===== src/logic/ccr_pkg.sv =====
// How it works
// primary register bits 9:7 always read 3, fixed mapping kind
// primary bits 6:4 read zero; software writes them as zero
// bits 2:0 hold writable kernel segment zero attribute, reset 010
// uncached code 2: no fetch ahead, fetch stalls until instruction graduates
// cached code 3: attribute passed out, next instruction may be prefetched
// cacheable accesses may reorder; barrier or uncached access stops it
// any attribute code other than 2 or 3 behaves as 3
// register one cache geometry and entry count fields read zero
// register one bit 6 reports coprocessor two attached, 0 if unbuilt
// register one bit 4 is the performance counter build preset
// register one bits 5, 3, 2 and 0 always read zero
// register one bit 1 always reads 1, debug interface present
// register two read-only: bit 31 reads 1, bits 30:0 zero
// register three bit 31 reads 1; bits 30:28, 25:23, 9, 2 zero
// register three bits 27 and 26 read 1
// register three bits 22:21 read 1, eight-bit priority levels
// register three bits 20:18 read 010 and bit 17 reads 1
// register three bit 16 reads 0, exceptions enter standard set
// register three bits 15:14 read 2
// register three bits 13 and 5 read 1, bits 12 and 4 zero
// register three bits 11, 10, 8, 7, 3 are build presets
// register three bit 6 follows the external controller strap
// primary bits 12:10 read 010, architecture revision
// writes to read-only fields are ignored; only attribute field writable
package ccr_pkg;
   // register selects on the system-control register path
   localparam logic [2:0] SEL_PRIMARY = 3'h0;
   localparam logic [2:0] SEL_ONE = 3'h1;
   localparam logic [2:0] SEL_TWO = 3'h2;
   localparam logic [2:0] SEL_THREE = 3'h3;
   // field positions
   localparam int POS_NEXT_REG = 31;
   localparam int POS_ARCH_REV = 10;
   localparam int POS_MAP_KIND = 7;
   localparam int POS_COP2 = 6;
   localparam int POS_PERF = 4;
   localparam int POS_DEBUG = 1;
   localparam int POS_BRANCH_WORD = 27;
   localparam int POS_FAULT_WORD = 26;
   localparam int POS_PRIO_WIDTH = 21;
   localparam int POS_COMPACT_REV = 18;
   localparam int POS_CTRL_EXT = 17;
   localparam int POS_EXC_SET = 16;
   localparam int POS_ISA_AVAIL = 14;
   localparam int POS_USER_LOCAL = 13;
   localparam int POS_SIG_REV2 = 11;
   localparam int POS_SIG_EXT = 10;
   localparam int POS_TRACE = 8;
   localparam int POS_LARGE_PA = 7;
   localparam int POS_EIC = 6;
   localparam int POS_VECT_INT = 5;
   localparam int POS_DEV_MAP = 3;
   // fixed field values and reset values
   localparam logic [2:0] ARCH_REV_VAL = 3'h2;
   localparam logic [2:0] MAP_KIND_VAL = 3'h3;
   localparam logic [2:0] ATTR_UNCACHED = 3'h2;
   localparam logic [2:0] ATTR_CACHED = 3'h3;
   localparam logic [2:0] K0_RESET = 3'h2;
   localparam logic [1:0] PRIO_WIDTH_VAL = 2'h1;
   localparam logic [2:0] COMPACT_REV_VAL = 3'h2;
   localparam logic [1:0] ISA_AVAIL_VAL = 2'h2;
   localparam logic EXC_SET_RESET = 1'b0;
   // pin input indices in the synchroniser
   localparam int PIN_EIC = 0;
   localparam int PIN_COP2 = 1;

   typedef struct packed {
      logic [2:0] k0;
      logic [2:0] eff;
      logic [1:0] s1;
      logic [1:0] s2;
      logic [1:0] s3;
      logic [1:0] pin_q;
      logic [31:0] rd_data;
      logic rd_valid;
      logic [2:0] rd_sel;
   } ccr_state_t;
endpackage


===== src/logic/ccr_config_regs.sv =====
`timescale 1ns/1ps
module ccr_config_regs #(
   parameter bit COP2_IFACE_BUILT = 1'b0,
   parameter bit PERF_COUNTERS_BUILT = 1'b0,
   parameter bit SIG_EXT_REV2_BUILT = 1'b0,
   parameter bit SIG_EXT_BUILT = 1'b0,
   parameter bit FLOW_TRACE_BUILT = 1'b0,
   parameter bit LARGE_PA_BUILT = 1'b0,
   parameter bit DEV_MAP_BUILT = 1'b0
) (
   input wire logic clock,
   input wire logic rst_n,
   input wire logic cfg_rd_en,
   input wire logic cfg_wr_en,
   input wire logic [2:0] cfg_sel,
   input wire logic [31:0] cfg_wr_data,
   output logic [31:0] cfg_rd_data,
   output logic cfg_rd_valid,
   input wire logic ext_int_ctrl_strap,
   input wire logic coproc_two_attached,
   input wire logic fetch_req,
   input wire logic instr_outstanding,
   input wire logic barrier_exec,
   input wire logic uncached_access,
   output logic [2:0] coherency_attribute,
   output logic fetch_ahead_en,
   output logic ext_cacheable,
   output logic fetch_stall,
   output logic reorder_en
);
   import ccr_pkg::*;

   ccr_state_t st;
   ccr_state_t next_st;

   // assemble the word seen by a read; fields not listed read as zero
   function automatic logic [31:0] read_word(input logic [2:0] sel,
                                             input logic [2:0] k0,
                                             input logic [1:0] pins);
      logic [31:0] w;
      w = 32'h0;
      unique case (sel)
         SEL_PRIMARY: begin
            w[POS_NEXT_REG] = 1'b1;
            w[POS_ARCH_REV +: 3] = ARCH_REV_VAL;
            w[POS_MAP_KIND +: 3] = MAP_KIND_VAL;
            w[2:0] = k0; // bits 6:4 stay zero
         end
         SEL_ONE: begin
            // geometry, entry count and absent units stay zero
            w[POS_NEXT_REG] = 1'b1;
            w[POS_COP2] = COP2_IFACE_BUILT & pins[PIN_COP2];
            w[POS_PERF] = PERF_COUNTERS_BUILT;
            w[POS_DEBUG] = 1'b1;
         end
         SEL_TWO: begin
            w[POS_NEXT_REG] = 1'b1; // no second or third level caches
         end
         SEL_THREE: begin
            w[POS_NEXT_REG] = 1'b1;
            w[POS_BRANCH_WORD] = 1'b1;
            w[POS_FAULT_WORD] = 1'b1;
            w[POS_PRIO_WIDTH +: 2] = PRIO_WIDTH_VAL;
            w[POS_COMPACT_REV +: 3] = COMPACT_REV_VAL;
            w[POS_CTRL_EXT] = 1'b1;
            w[POS_EXC_SET] = EXC_SET_RESET;
            w[POS_ISA_AVAIL +: 2] = ISA_AVAIL_VAL;
            w[POS_USER_LOCAL] = 1'b1;
            w[POS_VECT_INT] = 1'b1;
            w[POS_SIG_REV2] = SIG_EXT_REV2_BUILT;
            w[POS_SIG_EXT] = SIG_EXT_BUILT;
            w[POS_TRACE] = FLOW_TRACE_BUILT;
            w[POS_LARGE_PA] = LARGE_PA_BUILT;
            w[POS_DEV_MAP] = DEV_MAP_BUILT;
            w[POS_EIC] = pins[PIN_EIC];
         end
         default: w = 32'h0; // unused selects read as zero
      endcase
      return w;
   endfunction

   // next state: pin sync, attribute write, registered read answer
   always_comb begin
      next_st = st;
      // pins are asynchronous: three stages, accept when stages two and
      // three agree so a metastable first stage never reaches the fields
      next_st.s1 = {coproc_two_attached, ext_int_ctrl_strap};
      next_st.s2 = st.s1;
      next_st.s3 = st.s2;
      for (int i = 0; i < 2; i++) begin
         if (st.s2[i] == st.s3[i]) begin
            next_st.pin_q[i] = st.s3[i];
         end
      end
      // only the attribute field takes written data
      if (cfg_wr_en && cfg_sel == SEL_PRIMARY) begin
         next_st.k0 = cfg_wr_data[2:0];
      end
      // fold unsupported codes onto cached
      if (next_st.k0 == ATTR_UNCACHED) begin
         next_st.eff = ATTR_UNCACHED;
      end else begin
         next_st.eff = ATTR_CACHED;
      end
      next_st.rd_valid = cfg_rd_en;
      next_st.rd_sel = cfg_sel;
      if (cfg_rd_en) begin
         next_st.rd_data = read_word(cfg_sel, st.k0, st.pin_q);
      end
   end

   always_ff @(posedge clock or negedge rst_n) begin
      if (!rst_n) begin
         st.k0 <= K0_RESET;
         st.eff <= ATTR_UNCACHED;
         st.s1 <= 2'h0;
         st.s2 <= 2'h0;
         st.s3 <= 2'h0;
         st.pin_q <= 2'h0;
         st.rd_data <= 32'h0;
         st.rd_valid <= 1'b0;
         st.rd_sel <= 3'h0;
      end else begin
         st <= next_st;
      end
   end

   assign cfg_rd_data = st.rd_data;
   assign cfg_rd_valid = st.rd_valid;
   assign coherency_attribute = st.eff;

   // cached space may look ahead and is flagged to external caches
   assign fetch_ahead_en = (st.eff == ATTR_CACHED);
   assign ext_cacheable = (st.eff == ATTR_CACHED);
   // uncached space waits for the outstanding instruction to graduate
   assign fetch_stall = fetch_req && (st.eff == ATTR_UNCACHED) &&
                        instr_outstanding;
   // buffered reordering trades ordering for speed; a barrier or any
   // uncached access drops it in the same cycle
   assign reorder_en = (st.eff == ATTR_CACHED) && !barrier_exec &&
                       !uncached_access;
endmodule


===== config.mk =====
export PLATFORM = sky130hd
export DESIGN_NAME = ccr_config_regs
export DESIGN_NICKNAME = d
export VERILOG_FILES = /design/src/logic/ccr_pkg.sv /design/src/logic/ccr_config_regs.sv
export SDC_FILE = /design/constraint.sdc
export NUM_CORES = 1
export LEC_CHECK = 0
export ABC_AREA = 1
export ABC_CLOCK_PERIOD_IN_PS = 1250
export BUFFER_PORTS_ARGS = -buffer_cell sky130_fd_sc_hd__buf_2
export CAP_MARGIN = 20
export CORE_ASPECT_RATIO = 1.1
export CORE_MARGIN = 2
export CORE_UTILIZATION = 39
export DETAILED_ROUTE_END_ITERATION = 12
export PLACE_DENSITY_LB_ADDON = 0.12
export SYNTH_ARGS = -nofsm -noshare
export SYNTH_HDL_FRONTEND = slang
export SYNTH_SLANG_ARGS = --single-unit

===== constraint.sdc =====
create_clock -name clock -period 1.25 [get_ports clock]
set_input_delay 0.25 -clock clock [delete_from_list [all_inputs] [get_ports clock]]
set_output_delay 0.25 -clock clock [all_outputs]
set_load 0.005 [all_outputs]

==> results.md, run 1 <==
Clocking:
- The number of buffers created by CTS is 3.
- Clock-pin slew was measured on the worst setup and hold paths at 0.08 ns.
- TritonCTS built the clock tree.
- The maximum clock insertion buffer count is 2.
- The root buffer selected by CTS is sky130_fd_sc_hd__clkbuf_4.
- For the worst-skew pair, the clock arrives at the later sink with an insertion delay of 0.29 ns.
- The number of setup buffers added after CTS is 0.
- The clock net sink count is 16.
- The maximum level of the CTS H-tree is 1.

STA:
- Setup repair after global routing could not meet its margin everywhere.
- The summed negative setup slack over all endpoints is 0 ns.
- The count of final setup violators is 0.
- Between clock sinks in the finished design, the worst skew comes to 0.009385 ns.
- The period utilization is 98.11%.
- The final number of max-transition violations is 0.
- The clock period minus final worst setup slack is 1.226 ns.
- The highest achievable clock rate is 0.8154 GHz.
- The final number of hold-violating endpoints is 0.

Worst setup path:
- The origin of the worst setup path is coherency_attribute[0]$_DFF_PN0_.
- The data required time of the worst path is 1.00 ns.
- The setup path with the least slack is of type register to output port.
- The slowest stage of the critical path belongs to the cell sky130_fd_sc_hd__dfrtp_1.
- STA classifies the critical path endpoint as an output port.
- In this run the critical register-to-register path is launched from st[48]$_DFF_PN1_.
- Walking the worst path, the cells encountered are nor3b_2 > buf_2.
- The top fanout value on the critical path is 5.
- The worst endpoint data arrival time is 0.98 ns.
- The worst setup path is launched from a register.
- The largest single stage delay on the critical path is 0.41 ns.

Die:
- Measured along the y axis, the die boundary spans 54.69 um.
- The area of the core region is 2230 sq um.
- Measured along the x axis, the die boundary spans 50.08 um.
- The initial utilization of the core area, before any placement, comes to 40.85%.
- The initialized floorplan defines 18 standard-cell rows.
- For this design the top-level I/O count stands at 85.
- The full die area is 2739 sq um.

Finish:
- The net count of the finished layout is 166.
- 0 antenna diodes ended up in the layout.
- After routing the design area is 959.7 sq um.
- From synthesis to final layout, the design area changed by 5.357%.
- The library cell used most frequently in the layout, excluding fill and tap cells, is sky130_fd_sc_hd__buf_2.
- The sequential cell area is 401.6 sq um.
- The count of filler cells inserted in the layout is 238.
- The ratio of cells with drive above 1 in the final layout is 40.83%.
- Summing all multi-input logic gate instances after layout gives 266.5 sq um.
- In the layout the commonest cells are sky130_fd_sc_hd__buf_2, sky130_fd_sc_hd__conb_1, sky130_fd_sc_hd__nand2_1, sky130_fd_sc_hd__dfrtp_1, sky130_fd_sc_hd__inv_1.

Global route:
- The routing layer with the top usage in global route is met2.
- The number of global-route vias before repair is 453.
- The number of antenna violations at the first check in global routing came to 0.
- The global-route track usage on met2 is 14.91%.
- For this run, global-route usage on met3 was measured as 4.098%.
- Entering global routing, the biggest net connects 17 pins.
- The leftover overflow at the end of global routing is 0.
- For this run, the total global-route usage over all layers was measured as 10.08%.
- The wire length of the first global-routing pass is 1938 um.
- Global routing used 11.51% of the available met1 tracks.

Detailed routing:
- The final layout contains routed wiring with a total length of 1290 um.
- The starting DRC count in detailed routing is 6.
- The number of nets still failing antenna checks after routing is 0.
- For this run, design rule violations remaining after detail routing come to 0.
- Dividing the detail-routed wire length by the instance count gives 8.600 um.
- The first TritonRoute pass finished after 4 iterations.
- After detailed routing, the number of vias per cell comes to 3.880.
- The vias after detailed routing is 582.

Pwr:
- In this run, flip-flops and latches consume 55.8% of the power.
- The relative contribution of combinational cells to total power is 17.2%.
- In this run the power spent charging and discharging nets is 284.3 uW.
- Of the total power, the share spent switching nets is 27.12%.
- For this design the static power due to leakage is 0.5671 nW.
- Per report_power, the clock group accounts for 27.0% of the total.
- The maximum VDD drop is 602.9 uV.
- For this design the ratio of total power to cell area is 1092 nW/um^2.
- The internal power of the cells totals 763.9 uW.

Synth:
- Synthesis handed over a netlist of 99 instances.
- For this run, the register share of the synthesized area comes to 44.09%.
- The average size of a mapped cell is 9.201 sq um.
- Counting flops and latches in the post-synthesis netlist gives 16.
- For this run, the number of Yosys warnings is 0.
- Synthesis instantiated 17 different standard cells from the library.
- In this run the cell area of the synthesized design comes to 910.9 sq um.

Placement:
- The total placed instance area is 918.4 sq um.
- Buffers placed on the I/O ports in this run total 36.
- The global placer's final weighted congestion is 0.7399.
- The sum of net half-perimeters after detailed placement is 1052 um.

Min path:
- The startpoint identified for the worst hold timing path is ext_int_ctrl_strap.
- The type of the most critical hold path is primary input to register.

Status:
- The flow ran to the end, and the final reports show no timing, DRC or antenna violations.

Run:
- Across the run, the number of max-cap violations was 0.
logic make-up after synthesis:
family / synth area share, %
buf+inv: 33.79
compound gates: 2.472
other cells: 0.8245
flops: 44.09
simple gates: 17.72
fa+ha+maj: 1.099
metrics by stage:
step                setup WS (ns)  cells  utilization, %  total power, mW  hold slack (ns)
floorplan                  0.3877    115               -           0.7713         -0.04559
global placement           0.3021    145           41.19           0.7721           0.1805
detailed placement         0.3042    145           41.19           0.7748           0.1801
CTS                      0.008736    150           43.04            1.064          0.05228
global route             -0.05492    150           43.04            1.129          0.04199
finish                    0.02358    150           43.04            1.048          0.06372
synth_stat cells:
| cell type | count | share of area, % |
|---|---|---|
| sky130_fd_sc_hd__conb_1 | 2 | 0.82 |
| sky130_fd_sc_hd__buf_4 | 36 | 30 |
| sky130_fd_sc_hd__maj3_1 | 1 | 1.1 |
| sky130_fd_sc_hd__nand3_1 | 3 | 1.6 |
| sky130_fd_sc_hd__nor3b_1 | 1 | 0.82 |
| sky130_fd_sc_hd__o31ai_1 | 1 | 0.82 |
| sky130_fd_sc_hd__nand2_2 | 4 | 2.7 |
| sky130_fd_sc_hd__nand4_1 | 1 | 0.69 |
| sky130_fd_sc_hd__nand2_1 | 15 | 6.2 |
| sky130_fd_sc_hd__nand3b_2 | 1 | 1.2 |
| sky130_fd_sc_hd__dfstp_2 | 1 | 2.9 |
| sky130_fd_sc_hd__nand3_2 | 1 | 1.1 |
| sky130_fd_sc_hd__nor2_4 | 2 | 2.5 |
| sky130_fd_sc_hd__nor2_1 | 2 | 0.82 |
| sky130_fd_sc_hd__inv_1 | 10 | 4.1 |
| sky130_fd_sc_hd__dfrtp_1 | 15 | 41 |
| sky130_fd_sc_hd__o21ai_1 | 3 | 1.6 |
critical path, delay by kind of cell, from the launching register on:
kind / cells / cell delay [ns]
buf+inv: 1 / 0.12
flops: 1 / 0.41
simple gates: 1 / 0.16
cell type report:
type / count / area share [%]
inverters: 10 / 3.911
well taps: 30 / 3.911
multi-input cells: 53 / 27.77
flip-flops and latches: 16 / 41.85
clock buffers: 4 / 2.738
repair buffers: 37 / 19.82
power groups by stage:
| stage | sequential (mW) | clock, mW | combinational, mW |
|---|---|---|---|
| 6_report | 0.585 | 0.283 | 0.180 |
| 5_1_grt | 0.592 | 0.330 | 0.208 |
| 4_1_cts | 0.586 | 0.295 | 0.183 |
| 3_5_place_dp | 0.597 | 0 | 0.178 |
| 3_3_place_gp | 0.594 | 0 | 0.178 |
| 2_1_floorplan | 0.594 | 0 | 0.178 |
layer usage:
metal | vias up | routed length, um
li1 | 288 | -
met1 | 258 | 521
met2 | 33 | 604
met3 | 3 | 139
met4 | 0 | 24
met5 | - | 0
flip-flops by register name, summed over array words and instances (netlist names):
name	cells
cfg_rd_valid	1
next_st	2
coherency_attribute	1
st	5
cfg_rd_data	7
final timing paths:
kind / to / slack [ns] / cells past startpoint
max: reorder_en / 0.02 / 2
max in group asynchronous: st[48]$_DFF_PN1_ / 0.56 / 2
min: next_st[40]$_DFF_PN0_ / 0.06 / 1
max reg2reg: cfg_rd_data[1]$_DFFE_PN0P_ / 0.39 / 2
min reg2reg: next_st[38]$_DFF_PN0_ / 0.35 / 0
min in group asynchronous: cfg_rd_data[6]$_DFFE_PN0P_ / 0.38 / 2
what timing repair did:
action | in CTS | in global routing
gates resized for setup | 1 | 0
setup endpoints to repair | 1 | 1
endpoints found under the hold margin | 15 | 0
hold buffers | 1 | 0
pin swaps | 0 | 0
(Power assumes the default switching activity.)
==> inputs of run 2 (changes only) <==
Settings changed: CORE_MARGIN 2 to not set, CTS_BUF_LIST set to sky130_fd_sc_hd__clkbuf_16.
==> run 2 against run 1 <==
Compared with the run above: sequential power about the same; sequential share of layout area decreased by 2.0 points; global-route usage increased by 1.6 points; total power increased by 31%; sequential cell count unchanged; final cell count unchanged; via count decreased by 4.0%; die area decreased by 7.5%; setup slack improved by 0.048 ns; critical path type unchanged.
==> results.md, run 2 (synthesis results as in run 1) <==
Clocking:
- The root buffer cell chosen for the clock tree is sky130_fd_sc_hd__clkbuf_16.
- TritonCTS built the clock tree.
- The clock slew at the register clock pins of the worst setup and hold paths is 0.05 ns (-0.03 ns).
- The worst-skew pair later-pin latency came to 0.24 ns (-0.05 ns).
- The clock net sink count was 16 (unchanged).
- The post-cts repair resize count came to 0 (-1).
- The maximum clock insertion buffer count is 2 (unchanged).
- The number of buffers created by CTS was 3 (unchanged).
- The maximum level of the CTS H-tree was 1 (unchanged).

Die:
- The starting density of the core is 40.85% (unchanged).
- The die boundary height is 52.69 um (-3.7%).
- The full die area was 2533 sq um (-7.5%).
- The die extent in x is 48.08 um (-4.0%).
- The area of the core region is 2230 sq um (unchanged).
- The placement row count is 18 (unchanged).
- The number of top-level design ports is 85 (unchanged).

Finish:
- The count of filler cells inserted in the layout is 226 (-5.0%).
- From synthesis to final layout, the design area changed by 10.58%.
- In the layout the commonest cells are sky130_fd_sc_hd__buf_2, sky130_fd_sc_hd__conb_1, sky130_fd_sc_hd__nand2_1, sky130_fd_sc_hd__dfrtp_1, sky130_fd_sc_hd__inv_1.
- The flip-flop count of the largest register after layout is 7 (unchanged).
- The sequential cell area is 401.6 sq um (unchanged).
- The area of all placed cells without fillers came to 1007 sq um (+5.0%).
- The final standard cell count with taps included and fillers excluded was 150 (unchanged).
- The area taken by multi-input logic gates is 261.5 sq um (-1.9%).
- The number of diodes added for antenna fixing came to 0 (unchanged).
- The net count of the finished layout is 166 (unchanged).
- The ratio of cells with drive above 1 in the final layout is 40.00% (-0.83 points).
- The most frequent standard cell in the layout excluding fill and tap cells is sky130_fd_sc_hd__buf_2.

Global route:
- The overall fraction of global-route tracks in use is 11.69% (+1.6 points).
- The pin count of the biggest net entering global routing came to 17 (unchanged).
- The wire length of the first global-routing pass is 1911 um (-1.4%).
- The number of antenna violations at the first check in global routing is 0 (unchanged).
- The leftover overflow at the end of global routing is 0 (unchanged).
- The number of global-route vias before repair is 441 (-2.6%).

STA:
- The clock period minus final worst setup slack is 1.179 ns (-0.04763 ns).
- The count of final setup violators was 0 (unchanged).
- Setup repair after global routing left no endpoint under its margin.
- The maximum clock skew at final layout is 0.0006719 ns (-0.008713 ns).
- The final number of max-transition violations is 0 (unchanged).
- The worst hold slack came to 0.1109 ns (+0.04716 ns).
- The period utilization came to 94.30% (-3.8 points).
- The highest achievable clock rate is 0.8483 GHz (+4.0%).
- The final number of hold-violating endpoints was 0 (unchanged).
- The summed negative setup slack over all endpoints is 0 ns (unchanged).

Detailed routing:
- The starting DRC count in detailed routing came to 4 (-2).
- The residual DRC count is 0 (unchanged).
- The final routed wire length divided by cell count was 8.653 um (+0.62%).
- The vias after detailed routing is 559 (-4.0%).
- The post-detailed-route via-to-cell ratio is 3.727 (-4.0%).
- The count of TritonRoute iterations in the first routing pass is 5 (+1).
- The number of nets still failing antenna checks after routing is 0 (unchanged).
- The total detailed-routing wirelength is 1298 um (+0.62%).

Run:
- The max-cap violation count was 0 (unchanged).

Placement:
- The global placer's final weighted congestion was 0.7290 (-1.5%).
- The sum of net half-perimeters after detailed placement is 1009 um (-4.1%).
- The total placed instance area is 918.4 sq um (unchanged).
- The cell count after placement was 145 (unchanged).
- The quantity of I/O buffers inserted on ports came to 36 (unchanged).

Pwr:
- The total power density per cell area is 1368 nW/um^2 (+25%).
- The relative contribution of combinational cells to total power came to 12.9% (-4.3 points).
- The net switching power is 313.2 uW (+10%).
- The clock group share of total power is 44.4% (+17 points).
- The switching share of power is 22.73% (-4.4 points).
- The static power due to leakage is 0.5882 nW (+3.7%).
- The relative contribution of sequential cells to total power was 42.7% (-13 points).
- The total internal power is 1.065 mW (+39%).
- The maximum VDD drop is 856.0 uV (+42%).

Worst setup path:
- The cell at the slowest stage of the critical path is sky130_fd_sc_hd__dfrtp_1.
- The top fanout value on the critical path is 5 (unchanged).
- The register-to-register setup slack is 0.39 ns (about the same).
- The type of the setup path with the least slack is register to output port.
- The data required time of the worst path is 1.00 ns (about the same).
- The worst setup path is launched from a register.
- The delay of the slowest critical-path stage is 0.38 ns (-0.03 ns).
- Traced cell by cell, the critical path runs through nor3b_1 > buf_2.
- The worst endpoint data arrival time is 0.93 ns (-0.05 ns).
- The worst setup path is captured at an output port.

Status:
- The run finished with clean final reports.

Min path:
- The min-delay analysis places its worst path in the category primary input to register.
-- run 2: timing repair --
action,4_1_cts,5_1_grt
hold buffers,1,0
endpoints found under the hold margin,15,0
setup buffers,0,0
-- run 2: path summary, 6_finish.rpt --
kind                                                  start                          end  cells after the start
min in group asynchronous                             rst_n  cfg_rd_data[27]$_DFFE_PN0P_                      2
hold / removal                           ext_int_ctrl_strap        next_st[40]$_DFF_PN0_                      1
hold reg to reg                       next_st[40]$_DFF_PN0_        next_st[38]$_DFF_PN0_                      0
setup reg to reg                           st[48]$_DFF_PN1_   cfg_rd_data[1]$_DFFE_PN0P_                      2
max in group asynchronous                             rst_n             st[48]$_DFF_PN1_                      2
setup / recovery           coherency_attribute[0]$_DFF_PN0_                   reorder_en                      2
-- run 2: layout make-up --
cell class                      instances  share of cell area [%]
Tap cell                               30                   3.727
Inverter                               10                   3.727
Clock inverter                          1                  0.3727
Sequential cell                        16                   39.88
Timing Repair Buffer                   37                   18.88
Multi-Input combinational cell         53                   25.96
Clock buffer                            3                   7.453
-- run 2: worst max-delay path, delay by kind of cell (launching register included) --
family | cells | cell delay, ns
buf+inv | 1 | 0.13
flops | 1 | 0.38
simple gates | 1 | 0.17
-- run 2: power by group through the flow --
stage	logic, mW	clock network, mW	registers (mW)
6_report	0.178	0.612	0.588
5_1_grt	0.212	0.651	0.595
4_1_cts	0.182	0.635	0.588
3_5_place_dp	0.178	0	0.596
3_3_place_gp	0.178	0	0.594
2_1_floorplan	0.178	0	0.594
-- run 2: routing by layer --
metal	vias to the layer above	part of all wire, %	GRT usage [%]
li1	289	-	-
met1	242	46	15.14
met2	24	45	14.86
met3	4	5.4	3.103
met4	0	3.4	11.11
met5	-	0	0
-- run 2: stage by stage --
| stage | worst slack (ns) | power, mW | utilization (%) |
|---|---|---|---|
| after CTS | 0.06386 | 1.404 | 45.17 |
| after global placement | 0.3021 | 0.7722 | 41.19 |
| after floorplan | 0.3877 | 0.7713 | - |
| after detailed placement | 0.2952 | 0.7743 | 41.19 |
| after global routing | 0.001305 | 1.458 | 45.17 |
| final | 0.07121 | 1.378 | 45.17 |
